$ cat config.mk
export PLATFORM = sky130hd
export DESIGN_NAME = gpm_top
export DESIGN_NICKNAME = d
export VERILOG_FILES = /design/src/gpm_pkg.sv /design/src/gpm_top.sv
export SDC_FILE = /design/constraint.sdc
export NUM_CORES = 2
export LEC_CHECK = 0
export BUFFER_PORTS_ARGS = -buffer_cell sky130_fd_sc_hd__clkbuf_2
export CORE_MARGIN = 10
export CORE_UTILIZATION = 58
export DETAILED_ROUTE_END_ITERATION = 12
export PLACE_DENSITY = 0.79
export REMOVE_ABC_BUFFERS = 1
export SLEW_MARGIN = 20
export SYNTH_ARGS = -nofsm -noshare
export SYNTH_HDL_FRONTEND = slang
export SYNTH_SLANG_ARGS = --single-unit
$ cat constraint.sdc
create_clock -name CLOCK -period 8.9 [get_ports CLOCK]
set_input_delay 0.445 -clock CLOCK [delete_from_list [all_inputs] [get_ports CLOCK]]
set_output_delay 0.445 -clock CLOCK [all_outputs]
set_load 0.05 [all_outputs]
$ cat src/gpm_pkg.sv
// Operation
// - unbalance fault when phase deviates beyond percent
// - zero unbalance limit disables unbalance monitoring
// - unbalance action: none, shutdown, loaddump, warning
// - negative power beyond warning limit warns
// - negative power beyond loaddump limit dumps load
// - zero warning limit disables reverse power
// - reverse power must persist for fail time
// - overcurrent on primary limit while feeding load
// - secondary voltage set uses second limit
// - tertiary voltage set uses third limit
// - overcurrent action: shutdown or loaddump
// - larger time multiplier trips overcurrent faster
// - overload loaddump when feeding above limit
// - zero overload limit disables overload
// - overload must persist for fail time
// - shedding relay off below low limit
// - shedding relay on above high limit
// - minimum spacing between load add pulses
// - subtract to add delay in minutes
// - mains wait before releasing genset contactor
// - mains topology code, default star
// - genset topology code, same encodings
// - shutdown alarm also stops the engine
package gpm_pkg;

  // timing: one second tick at a 40 ns clock
  localparam int unsigned CLK_PERIOD_NS = 40;
  localparam int unsigned TICK_TIME_NS  = 1_000_000_000;
  localparam int unsigned TICK_CYCLES   = TICK_TIME_NS / CLK_PERIOD_NS;
  localparam int unsigned SEC_PER_MIN   = 60;
  localparam logic [7:0]  OC_TRIP_LEVEL = 8'h40; // overcurrent integrator trip point

  // register byte offsets
  localparam logic [7:0] OFS_UNBAL  = 8'h00;
  localparam logic [7:0] OFS_RPWARN = 8'h04;
  localparam logic [7:0] OFS_RPLD   = 8'h08;
  localparam logic [7:0] OFS_RPTIME = 8'h0C;
  localparam logic [7:0] OFS_OC1    = 8'h10;
  localparam logic [7:0] OFS_OC2    = 8'h14;
  localparam logic [7:0] OFS_OC3    = 8'h18;
  localparam logic [7:0] OFS_OCCFG  = 8'h1C;
  localparam logic [7:0] OFS_OLLIM  = 8'h20;
  localparam logic [7:0] OFS_OLTIME = 8'h24;
  localparam logic [7:0] OFS_SHLO   = 8'h28;
  localparam logic [7:0] OFS_SHHI   = 8'h2C;
  localparam logic [7:0] OFS_ADDDLY = 8'h30;
  localparam logic [7:0] OFS_SUBADD = 8'h34;
  localparam logic [7:0] OFS_MWAIT  = 8'h38;
  localparam logic [7:0] OFS_TOPO   = 8'h3C;
  localparam logic [7:0] OFS_STATUS = 8'h40;
  localparam logic [7:0] OFS_CMD    = 8'h44;

  // field positions
  localparam int unsigned UNB_ACT_POS  = 8;  // unbalance action in UNBAL
  localparam int unsigned OC_MULT_POS  = 8;  // multiplier in OCCFG
  localparam int unsigned GTOPO_POS    = 4;  // genset topology in TOPO
  localparam int unsigned CMD_ADD_BIT  = 0;
  localparam int unsigned CMD_SUB_BIT  = 1;
  localparam int unsigned CMD_CLR_BIT  = 2;

  // reset values
  localparam logic [6:0]  RST_RP_TIME    = 7'h05;
  localparam logic [6:0]  RST_OC_MULT    = 7'h10;
  localparam logic [6:0]  RST_OL_TIME    = 7'h03;
  localparam logic [15:0] RST_MAINS_WAIT = 16'h001E;
  localparam logic [2:0]  RST_TOPO       = 3'h5;

  // fault bit indices
  localparam int unsigned F_UNB = 0;
  localparam int unsigned F_RPW = 1;
  localparam int unsigned F_RPL = 2;
  localparam int unsigned F_OC  = 3;
  localparam int unsigned F_OL  = 4;

  // unbalance actions
  typedef enum logic [1:0] {
    UACT_NONE     = 2'b00,
    UACT_SHUTDOWN = 2'b01,
    UACT_LOADDUMP = 2'b10,
    UACT_WARNING  = 2'b11
  } gpm_uact_t;

  typedef struct packed {
    logic        psel;
    logic        penable;
    logic        pwrite;
    logic [7:0]  paddr;
    logic [31:0] pwdata;
  } gpm_apb_req_t;

  typedef struct packed {
    logic [31:0] prdata;
    logic        pready;
    logic        pslverr;
  } gpm_apb_rsp_t;

  // measurements, produced on the same clock
  typedef struct packed {
    logic [15:0]        i_l1;      // phase currents, amps
    logic [15:0]        i_l2;
    logic [15:0]        i_l3;
    logic signed [17:0] power_kw;  // genset active power, signed
    logic               feeding;   // genset feeds the load
    logic [1:0]         volt_set;  // 0 primary, 1 secondary, 2 tertiary
    logic               mains_ok;  // mains voltage and frequency in limits
  } gpm_meas_t;

  typedef struct packed {
    logic       engine_stop;
    logic       shutdown;
    logic       loaddump;
    logic       warning;
    logic       shed_relay;
    logic       load_add;
    logic       load_sub;
    logic       mains_return;
    logic [2:0] mains_topo;
    logic [2:0] gen_topo;
  } gpm_out_t;

  typedef struct packed {
    logic [6:0]       unb_lim;
    gpm_uact_t        unb_act;
    logic [15:0]      rp_warn;
    logic [15:0]      rp_ld;
    logic [6:0]       rp_time;
    logic [2:0][15:0] oc_lim;
    logic             oc_act;
    logic [6:0]       oc_mult;
    logic [15:0]      ol_lim;
    logic [6:0]       ol_time;
    logic [15:0]      shed_lo;
    logic [15:0]      shed_hi;
    logic [7:0]       add_dly;
    logic [6:0]       subadd_dly;
    logic [15:0]      mains_wait;
    logic [2:0]       mains_topo;
    logic [2:0]       gen_topo;
  } gpm_cfg_t;

endpackage

$ cat src/gpm_top.sv
`timescale 1ns/1ns
`default_nettype none

module gpm_top #(
  parameter int unsigned TICK_CYCLES = gpm_pkg::TICK_CYCLES  // clocks per second tick
) (
  input  wire logic                  CLOCK,
  input  wire logic                  SYS_RST,
  input  wire gpm_pkg::gpm_apb_req_t APB_REQ,
  output var  gpm_pkg::gpm_apb_rsp_t APB_RSP,
  input  wire gpm_pkg::gpm_meas_t    MEAS,
  output var  gpm_pkg::gpm_out_t     PM_OUT
);
  import gpm_pkg::*;

  // the tick counter is 32 bits wide; a one-cycle tick would hold tick high in every cycle
  if (TICK_CYCLES < 2) begin : g_chk
    $error("TICK_CYCLES must be at least 2");
  end

  localparam logic [31:0] TICK_LAST = 32'(TICK_CYCLES - 1);

  // whole state of the block
  typedef struct packed {
    gpm_cfg_t    cfg;         // programmed limits
    logic [31:0] tick_cnt;    // divider for the second tick
    logic [6:0]  rpw_cnt;     // reverse power warning persistence, seconds
    logic [6:0]  rpl_cnt;     // reverse power loaddump persistence, seconds
    logic [6:0]  ol_cnt;      // overload persistence, seconds
    logic [7:0]  oc_acc;      // overcurrent integrator
    logic [4:0]  fault;       // latched faults
    logic        add_pend;    // load add requested, not yet issued
    logic [7:0]  since_add;   // seconds since last add pulse, saturating
    logic [5:0]  sub_sec;     // seconds within current minute after subtract
    logic [6:0]  since_sub;   // minutes since last subtract pulse, saturating
    logic [15:0] mains_cnt;   // seconds mains has been healthy
    gpm_out_t    out;
    gpm_apb_rsp_t rsp;
  } gpm_state_t;

  gpm_state_t st_ff;   // registered state
  gpm_state_t nxt_st;  // next state

  // configuration after reset
  function automatic gpm_cfg_t cfg_reset();
    gpm_cfg_t c;
    c            = '0;
    c.unb_act    = UACT_NONE;
    c.rp_time    = RST_RP_TIME;
    c.oc_mult    = RST_OC_MULT;
    c.ol_time    = RST_OL_TIME;
    c.mains_wait = RST_MAINS_WAIT;
    c.mains_topo = RST_TOPO;
    c.gen_topo   = RST_TOPO;
    return c;
  endfunction

  // whole state after reset; constants only, so the async branch stays clean
  function automatic gpm_state_t st_reset();
    gpm_state_t s;
    s                = '0;
    s.cfg            = cfg_reset();
    s.since_add      = 8'hFF;     // adds allowed at once
    s.since_sub      = 7'h7F;
    s.out.mains_topo = RST_TOPO;
    s.out.gen_topo   = RST_TOPO;
    return s;
  endfunction

  // saturating persistence counter step
  function automatic logic [6:0] persist(input logic [6:0] cnt, input logic cond,
                                         input logic tick);
    if (!cond) begin
      return 7'h00;
    end
    return (tick && cnt != 7'h7F) ? cnt + 7'h01 : cnt;
  endfunction

  // register read decode; unmapped addresses read zero
  function automatic logic [31:0] rd_word(input gpm_state_t s, input logic [7:0] a);
    logic [31:0] d;
    d = '0;
    unique case (a)
      OFS_UNBAL:  begin
        d[6:0] = s.cfg.unb_lim;
        d[UNB_ACT_POS +: 2] = s.cfg.unb_act;
      end
      OFS_RPWARN: d[15:0] = s.cfg.rp_warn;
      OFS_RPLD:   d[15:0] = s.cfg.rp_ld;
      OFS_RPTIME: d[6:0]  = s.cfg.rp_time;
      OFS_OC1:    d[15:0] = s.cfg.oc_lim[0];
      OFS_OC2:    d[15:0] = s.cfg.oc_lim[1];
      OFS_OC3:    d[15:0] = s.cfg.oc_lim[2];
      OFS_OCCFG:  begin
        d[0] = s.cfg.oc_act;
        d[OC_MULT_POS +: 7] = s.cfg.oc_mult;
      end
      OFS_OLLIM:  d[15:0] = s.cfg.ol_lim;
      OFS_OLTIME: d[6:0]  = s.cfg.ol_time;
      OFS_SHLO:   d[15:0] = s.cfg.shed_lo;
      OFS_SHHI:   d[15:0] = s.cfg.shed_hi;
      OFS_ADDDLY: d[7:0]  = s.cfg.add_dly;
      OFS_SUBADD: d[6:0]  = s.cfg.subadd_dly;
      OFS_MWAIT:  d[15:0] = s.cfg.mains_wait;
      OFS_TOPO:   begin
        d[2:0] = s.cfg.mains_topo;
        d[GTOPO_POS +: 3] = s.cfg.gen_topo;
      end
      OFS_STATUS: begin
        d[4:0] = s.fault;
        d[8]   = s.out.shutdown;
        d[9]   = s.out.loaddump;
        d[10]  = s.out.warning;
        d[11]  = s.out.shed_relay;
        d[12]  = s.out.mains_return;
        d[13]  = s.add_pend;
      end
      default:    d = '0;
    endcase
    return d;
  endfunction

  // address is one of the mapped words
  function automatic logic is_mapped(input logic [7:0] a);
    return (a[1:0] == 2'b00) && (a <= OFS_CMD);
  endfunction

  // combinational next state
  always_comb begin
    logic        tick;
    logic        wr;
    logic [31:0] wd;
    logic [17:0] sum_i;
    logic [17:0] i3x [3];
    logic [24:0] dev;
    logic [24:0] allow;
    logic        unb_now;
    logic [16:0] rev_kw;
    logic        neg;
    logic [15:0] oc_sel;
    logic        oc_over;
    logic [8:0]  acc_sum;
    logic        ol_over;
    logic [4:0]  raise;
    logic        clr;
    logic        add_ok;
    tick    = 1'b0;
    wr      = 1'b0;
    wd      = '0;
    sum_i   = '0;
    i3x     = '{default: '0};
    dev     = '0;
    allow   = '0;
    unb_now = 1'b0;
    rev_kw  = '0;
    neg     = 1'b0;
    oc_sel  = '0;
    oc_over = 1'b0;
    acc_sum = '0;
    ol_over = 1'b0;
    raise   = '0;
    clr     = 1'b0;
    add_ok  = 1'b0;
    nxt_st  = st_ff;

    // second tick divider
    if (st_ff.tick_cnt == TICK_LAST) begin
      nxt_st.tick_cnt = '0;
      tick = 1'b1;
    end else begin
      nxt_st.tick_cnt = st_ff.tick_cnt + 32'h00000001;
    end

    // apb slave: ready in the first access cycle, data prepared in setup
    nxt_st.rsp.pready  = APB_REQ.psel && !APB_REQ.penable;
    nxt_st.rsp.prdata  = rd_word(st_ff, APB_REQ.paddr);
    nxt_st.rsp.pslverr = APB_REQ.psel && !APB_REQ.penable && !is_mapped(APB_REQ.paddr);
    wr = APB_REQ.psel && APB_REQ.penable && st_ff.rsp.pready && APB_REQ.pwrite
         && !st_ff.rsp.pslverr;
    wd = APB_REQ.pwdata;
    if (wr) begin
      unique case (APB_REQ.paddr)
        OFS_UNBAL:  begin
          nxt_st.cfg.unb_lim = wd[6:0];
          nxt_st.cfg.unb_act = gpm_uact_t'(wd[UNB_ACT_POS +: 2]);
        end
        OFS_RPWARN: nxt_st.cfg.rp_warn = wd[15:0];
        OFS_RPLD:   nxt_st.cfg.rp_ld   = wd[15:0];
        OFS_RPTIME: nxt_st.cfg.rp_time = wd[6:0];
        OFS_OC1:    nxt_st.cfg.oc_lim[0] = wd[15:0];
        OFS_OC2:    nxt_st.cfg.oc_lim[1] = wd[15:0];
        OFS_OC3:    nxt_st.cfg.oc_lim[2] = wd[15:0];
        OFS_OCCFG:  begin
          nxt_st.cfg.oc_act  = wd[0];
          nxt_st.cfg.oc_mult = wd[OC_MULT_POS +: 7];
        end
        OFS_OLLIM:  nxt_st.cfg.ol_lim     = wd[15:0];
        OFS_OLTIME: nxt_st.cfg.ol_time    = wd[6:0];
        OFS_SHLO:   nxt_st.cfg.shed_lo    = wd[15:0];
        OFS_SHHI:   nxt_st.cfg.shed_hi    = wd[15:0];
        OFS_ADDDLY: nxt_st.cfg.add_dly    = wd[7:0];
        OFS_SUBADD: nxt_st.cfg.subadd_dly = wd[6:0];
        OFS_MWAIT:  nxt_st.cfg.mains_wait = wd[15:0];
        OFS_TOPO:   begin
          nxt_st.cfg.mains_topo = wd[2:0];
          nxt_st.cfg.gen_topo   = wd[GTOPO_POS +: 3];
        end
        OFS_CMD:    clr = wd[CMD_CLR_BIT];
        default:    ;  // status is read only
      endcase
    end

    // unbalance: |3*Ix - sum| * 100 > limit * sum, no divider needed
    sum_i = 18'(MEAS.i_l1) + 18'(MEAS.i_l2) + 18'(MEAS.i_l3);
    i3x[0] = 18'(MEAS.i_l1) * 18'h00003;
    i3x[1] = 18'(MEAS.i_l2) * 18'h00003;
    i3x[2] = 18'(MEAS.i_l3) * 18'h00003;
    allow = 25'(st_ff.cfg.unb_lim) * 25'(sum_i);
    for (int k = 0; k < 3; k++) begin
      dev = (i3x[k] > sum_i) ? 25'(i3x[k] - sum_i) : 25'(sum_i - i3x[k]);
      if (dev * 25'h0000064 > allow) begin
        unb_now = 1'b1;
      end
    end
    raise[F_UNB] = unb_now && (st_ff.cfg.unb_lim != 7'h00);

    // reverse power, both levels gated by the warning limit
    neg    = MEAS.power_kw < 0;
    rev_kw = neg ? 17'(-MEAS.power_kw) : 17'h00000;
    nxt_st.rpw_cnt = persist(st_ff.rpw_cnt, neg && rev_kw > 17'(st_ff.cfg.rp_warn)
                             && st_ff.cfg.rp_warn != 16'h0000, tick);
    nxt_st.rpl_cnt = persist(st_ff.rpl_cnt, neg && rev_kw > 17'(st_ff.cfg.rp_ld)
                             && st_ff.cfg.rp_warn != 16'h0000, tick);
    raise[F_RPW] = neg && rev_kw > 17'(st_ff.cfg.rp_warn) && st_ff.cfg.rp_warn != 16'h0000
                   && st_ff.rpw_cnt >= st_ff.cfg.rp_time;
    raise[F_RPL] = neg && rev_kw > 17'(st_ff.cfg.rp_ld) && st_ff.cfg.rp_warn != 16'h0000
                   && st_ff.rpl_cnt >= st_ff.cfg.rp_time;

    // overcurrent limit follows the selected voltage set
    unique case (MEAS.volt_set)
      2'b01:   oc_sel = st_ff.cfg.oc_lim[1];
      2'b10:   oc_sel = st_ff.cfg.oc_lim[2];
      default: oc_sel = st_ff.cfg.oc_lim[0];
    endcase
    oc_over = MEAS.feeding && oc_sel != 16'h0000 && (MEAS.i_l1 > oc_sel
              || MEAS.i_l2 > oc_sel || MEAS.i_l3 > oc_sel);
    // integrator: each second over limit adds the multiplier, so a larger one trips sooner
    acc_sum = 9'(st_ff.oc_acc) + 9'(st_ff.cfg.oc_mult);
    if (!oc_over) begin
      nxt_st.oc_acc = 8'h00;
    end else if (tick) begin
      nxt_st.oc_acc = (acc_sum > 9'(OC_TRIP_LEVEL)) ? OC_TRIP_LEVEL : acc_sum[7:0];
    end
    raise[F_OC] = oc_over && st_ff.oc_acc >= OC_TRIP_LEVEL;

    // overload, total active power
    ol_over = MEAS.feeding && st_ff.cfg.ol_lim != 16'h0000
              && MEAS.power_kw > $signed({2'b00, st_ff.cfg.ol_lim});
    nxt_st.ol_cnt = persist(st_ff.ol_cnt, ol_over, tick);
    raise[F_OL] = ol_over && st_ff.ol_cnt >= st_ff.cfg.ol_time;

    // latched faults: a new fault wins over a clear in the same cycle
    nxt_st.fault = (clr ? 5'h00 : st_ff.fault) | raise;

    // actions from the latched faults
    nxt_st.out.shutdown = (nxt_st.fault[F_UNB] && st_ff.cfg.unb_act == UACT_SHUTDOWN)
                          || (nxt_st.fault[F_OC] && !st_ff.cfg.oc_act);
    nxt_st.out.loaddump = (nxt_st.fault[F_UNB] && st_ff.cfg.unb_act == UACT_LOADDUMP)
                          || (nxt_st.fault[F_OC] && st_ff.cfg.oc_act)
                          || nxt_st.fault[F_RPL] || nxt_st.fault[F_OL];
    nxt_st.out.warning  = (nxt_st.fault[F_UNB] && st_ff.cfg.unb_act == UACT_WARNING)
                          || nxt_st.fault[F_RPW];
    nxt_st.out.engine_stop = nxt_st.out.shutdown;

    // load shedding relay with hysteresis
    if (MEAS.power_kw < $signed({2'b00, st_ff.cfg.shed_lo})) begin
      nxt_st.out.shed_relay = 1'b0;
    end else if (MEAS.power_kw > $signed({2'b00, st_ff.cfg.shed_hi})) begin
      nxt_st.out.shed_relay = 1'b1;
    end

    // spacing timers, saturating
    if (tick && st_ff.since_add != 8'hFF) begin
      nxt_st.since_add = st_ff.since_add + 8'h01;
    end
    if (tick && st_ff.since_sub != 7'h7F) begin
      if (st_ff.sub_sec == 6'(SEC_PER_MIN - 1)) begin
        nxt_st.sub_sec   = 6'h00;
        nxt_st.since_sub = st_ff.since_sub + 7'h01;
      end else begin
        nxt_st.sub_sec = st_ff.sub_sec + 6'h01;
      end
    end

    // pulses clear at the next tick, so last up to one tick period
    if (tick) begin
      nxt_st.out.load_add = 1'b0;
      nxt_st.out.load_sub = 1'b0;
    end
    if (wr && APB_REQ.paddr == OFS_CMD && wd[CMD_SUB_BIT]) begin
      nxt_st.out.load_sub = 1'b1;
      nxt_st.since_sub    = 7'h00;
      nxt_st.sub_sec      = 6'h00;
    end
    add_ok = st_ff.since_add >= st_ff.cfg.add_dly
             && st_ff.since_sub >= st_ff.cfg.subadd_dly
             && !(wr && APB_REQ.paddr == OFS_CMD && wd[CMD_SUB_BIT])
             && !st_ff.out.load_sub;
    if (st_ff.add_pend && add_ok) begin
      nxt_st.add_pend     = 1'b0;
      nxt_st.out.load_add = 1'b1;
      nxt_st.since_add    = 8'h00;
    end
    // a request written while one is issued stays pending
    if (wr && APB_REQ.paddr == OFS_CMD && wd[CMD_ADD_BIT]) begin
      nxt_st.add_pend = 1'b1;
    end

    // mains return waiting timer
    if (!MEAS.mains_ok) begin
      nxt_st.mains_cnt        = 16'h0000;
      nxt_st.out.mains_return = 1'b0;
    end else if (st_ff.mains_cnt >= st_ff.cfg.mains_wait) begin
      nxt_st.out.mains_return = 1'b1;
    end else if (tick) begin
      nxt_st.mains_cnt = st_ff.mains_cnt + 16'h0001;
    end

    nxt_st.out.mains_topo = nxt_st.cfg.mains_topo;
    nxt_st.out.gen_topo   = nxt_st.cfg.gen_topo;
  end

  // state register
  always_ff @(posedge CLOCK or posedge SYS_RST) begin
    if (SYS_RST) begin
      st_ff <= st_reset();
    end else begin
      st_ff <= nxt_st;
    end
  end

  assign APB_RSP = st_ff.rsp;
  assign PM_OUT  = st_ff.out;

endmodule

`default_nettype wire

==> reports/qor.yml <==
status: "finished, violations left"
violations: "setup timing"
fin_ws_ps: -1490
setup_violations: 4
ys_seq_elements: 325
instances_no_fill: 6014
timing.fmax_mhz: 96.3
tightest_slew_ps: 1210
routed-via-count: 35900
place.gp.congestion: 1.02
synth_largest_area_cell: "ha_1"
crit_type: "input pin to register"
cp_top_family: "compound AO/OA/AOI/OAI gates"
cts_made_buffers: 30
fill_cells: 4652
hold_path.class: "input pin to asynchronous set/reset pin"
grt.total_usage_pct: 31.8
drv_cap: 0
drc: 0
nets: 6034
cts_tree: "done"
syn_area_um2: 38500
drt-vias-per-instance: 5.98
layout_commonest_cell: "buf_4"
dieArea_um2: 77100
cts.sinks: 325
design.core.area_um2: 65900
rsz0062_at_grt: "yes"
crit_path_frequent_cell: "ha_4"
postCtsHoldBufs: 0
first_iter_violations: 2793
synth_edf_count: 0
cts-root-buf: "clkbuf_16"
h-tree-depth: 1
overflow: 0
synth_cells: 4277
die_w_um: 278
worstSetupStartpoint: "MEAS[24]"
pin_count: 163
dp_hpwl_mm: 103
start_util_pct: 58.5
synthDominantCellAreaShare_pct: 20.6
avgRoutedWirePerCell_um: 21.7
critPathCaptureType: "register"
grt_pass1_vias: 36700
grt_max_degree: 135
clkLatencyLatePin_ps: 580
firstDrtPassIters: 8
synth_cell_types: 87
row_count: 94
r2r_start: "st_ff[344]"
worst_path_max_delay_cell: "fa_1"
yosysSeqAreaShare_pct: 21.2
cp_data_required_time_ps: 9370
slew_viol_final: 0
yosys_warnings: 0
pre_cts_ws_ps: -2590
whs_ps: 49.3
finalWirelength_mm: 130
relSlewSlack_pct: 19.1
portBuffers: 130
area_delta_synth_final_pct: 24.9
clockBufferDepth: 3
ys_top_cells_by_area: "ha_1 (21%), dfrtp_1 (19%), fa_1 (8.2%), mux2_2 (6.1%), inv_1 (5.5%)"
worstPathArrival_ps: 10860
clk_pin_slew_ps: 70
slowest_delay_ps: 500
async_reset_ff_share_pct: 100
dp.cells: 5884
die_height_um: 278
ys.flop_type: "dfrtp_1"
cp.buffers_inverters: 9
postSynthAreaPerCell_um2: 9.01
final_util_pct: 73.1
antenna_found_initial: 0
antenna_left: 0
mostFrequentLayoutCells: "buf_4 (825), ha_1 (601), inv_1 (557), dfrtp_1 (297), nand2_1 (241)"
finalCritPeriodShare_pct: 117
finalClockSkew_ps: 16.1
hold_viol: 0
cp-start-kind: "input pin"
fin_crit_ps: 10390
drive_gt1_share_pct: 28.4
grt_pass1_wl_mm: 197
crit_fanout: 4
==> logic make-up after synthesis <==
logic type               count (synthesis)  synth area share (%)
buffers and inverters                  740                  7.73
other                                    1               0.00973
AND/OR/NAND/NOR                        987                  12.6
adder cells (fa/ha/maj)                803                  29.1
flip-flops                             325                  21.2
XOR/XNOR                               297                  6.80
multiplexers                           245                  7.05
AO/OA/AOI/OAI                          879                  15.5
==> flip-flops by register name, summed over array words and instances (netlist names) <==
signal   flops
st_ff      294
PM_OUT      13
APB_RSP     18
==> worst paths after layout <==
kind / to / slack [ps] / cells past startpoint
max: PM_OUT[10] / -1490 / 59
min: st_ff[143] / 50 / 2
max reg2reg: PM_OUT[10] / 1280 / 29
min reg2reg: st_ff[76] / 480 / 1
max in group asynchronous: st_ff[197] / 7250 / 3
min in group CLOCK: APB_RSP[1] / 80 / 2
==> metrics by stage <==
stage,setup TNS (ps),instance area [µm²]
after global routing,-7340,48100
after floorplan,-158870,37700
final,-5750,48100
after global placement,-8830,45300
after CTS,-4610,47100
after detailed placement,-10010,45300
==> worst register-to-register path: cells and delay by family (launching register included) <==
kind	cells	cell delay (ps)
compound gates	13	2460
xor+xnor	1	290
fa+ha+maj	6	2650
buf+inv	3	320
flops	1	670
simple gates	6	1130
==> cells in the mapped netlist, drive strengths merged (12+ instances only) <==
library cell,n
a22o,34
o21bai,24
nand3,84
fa,158
nand2,242
dfstp,28
nor2b,70
a21oi,232
o31ai,13
nand2b,49
nor3,46
a22oi,41
o21ai,143
nand4,77
o21a,53
o211ai,14
mux2i,36
or3,15
buf,67
nor2,245
a21boi,18
a221oi,38
xor2,121
inv,569
ha,635
or2,12
nor4,23
and3,32
xnor2,176
mux2,209
a211oi,20
a21o,150
clkbuf,104
dfrtp,297
and2,58
==> timing repair <==
action | 4_1_cts | 5_1_grt
pin swaps | 68 | 136
gates cloned | 0 | 1
endpoints found under the setup margin | 4 | 4
resized for setup | 117 | 134
setup buffers | 42 | 32
endpoints found under the hold margin | 0 | 0
==> routing by layer <==
layer,routed length (µm),up-vias,GRT usage [%]
met5,0,-,0.320
met4,10900,0,22.3
met3,9770,537,4.52
met2,61600,1615,54.3
met1,47900,17300,36.2
li1,-,16500,-
==> area by class of cell <==
type	instances	area [µm²]	share of cell area [%]
Inverter	569	2140	4.45
Antenna cell	1	2.50	0.00520
Tap cell	864	1080	2.25
Timing Repair Buffer	973	7110	14.8
Clock inverter	17	131	0.273
Sequential cell	325	8170	17.0
Clock buffer	38	822	1.71
Multi-Input combinational cell	3227	28700	59.6
Power is left out: the tool's default activity adds up to more than one toggle a clock period on the data nets, which glitch-free logic cannot reach.
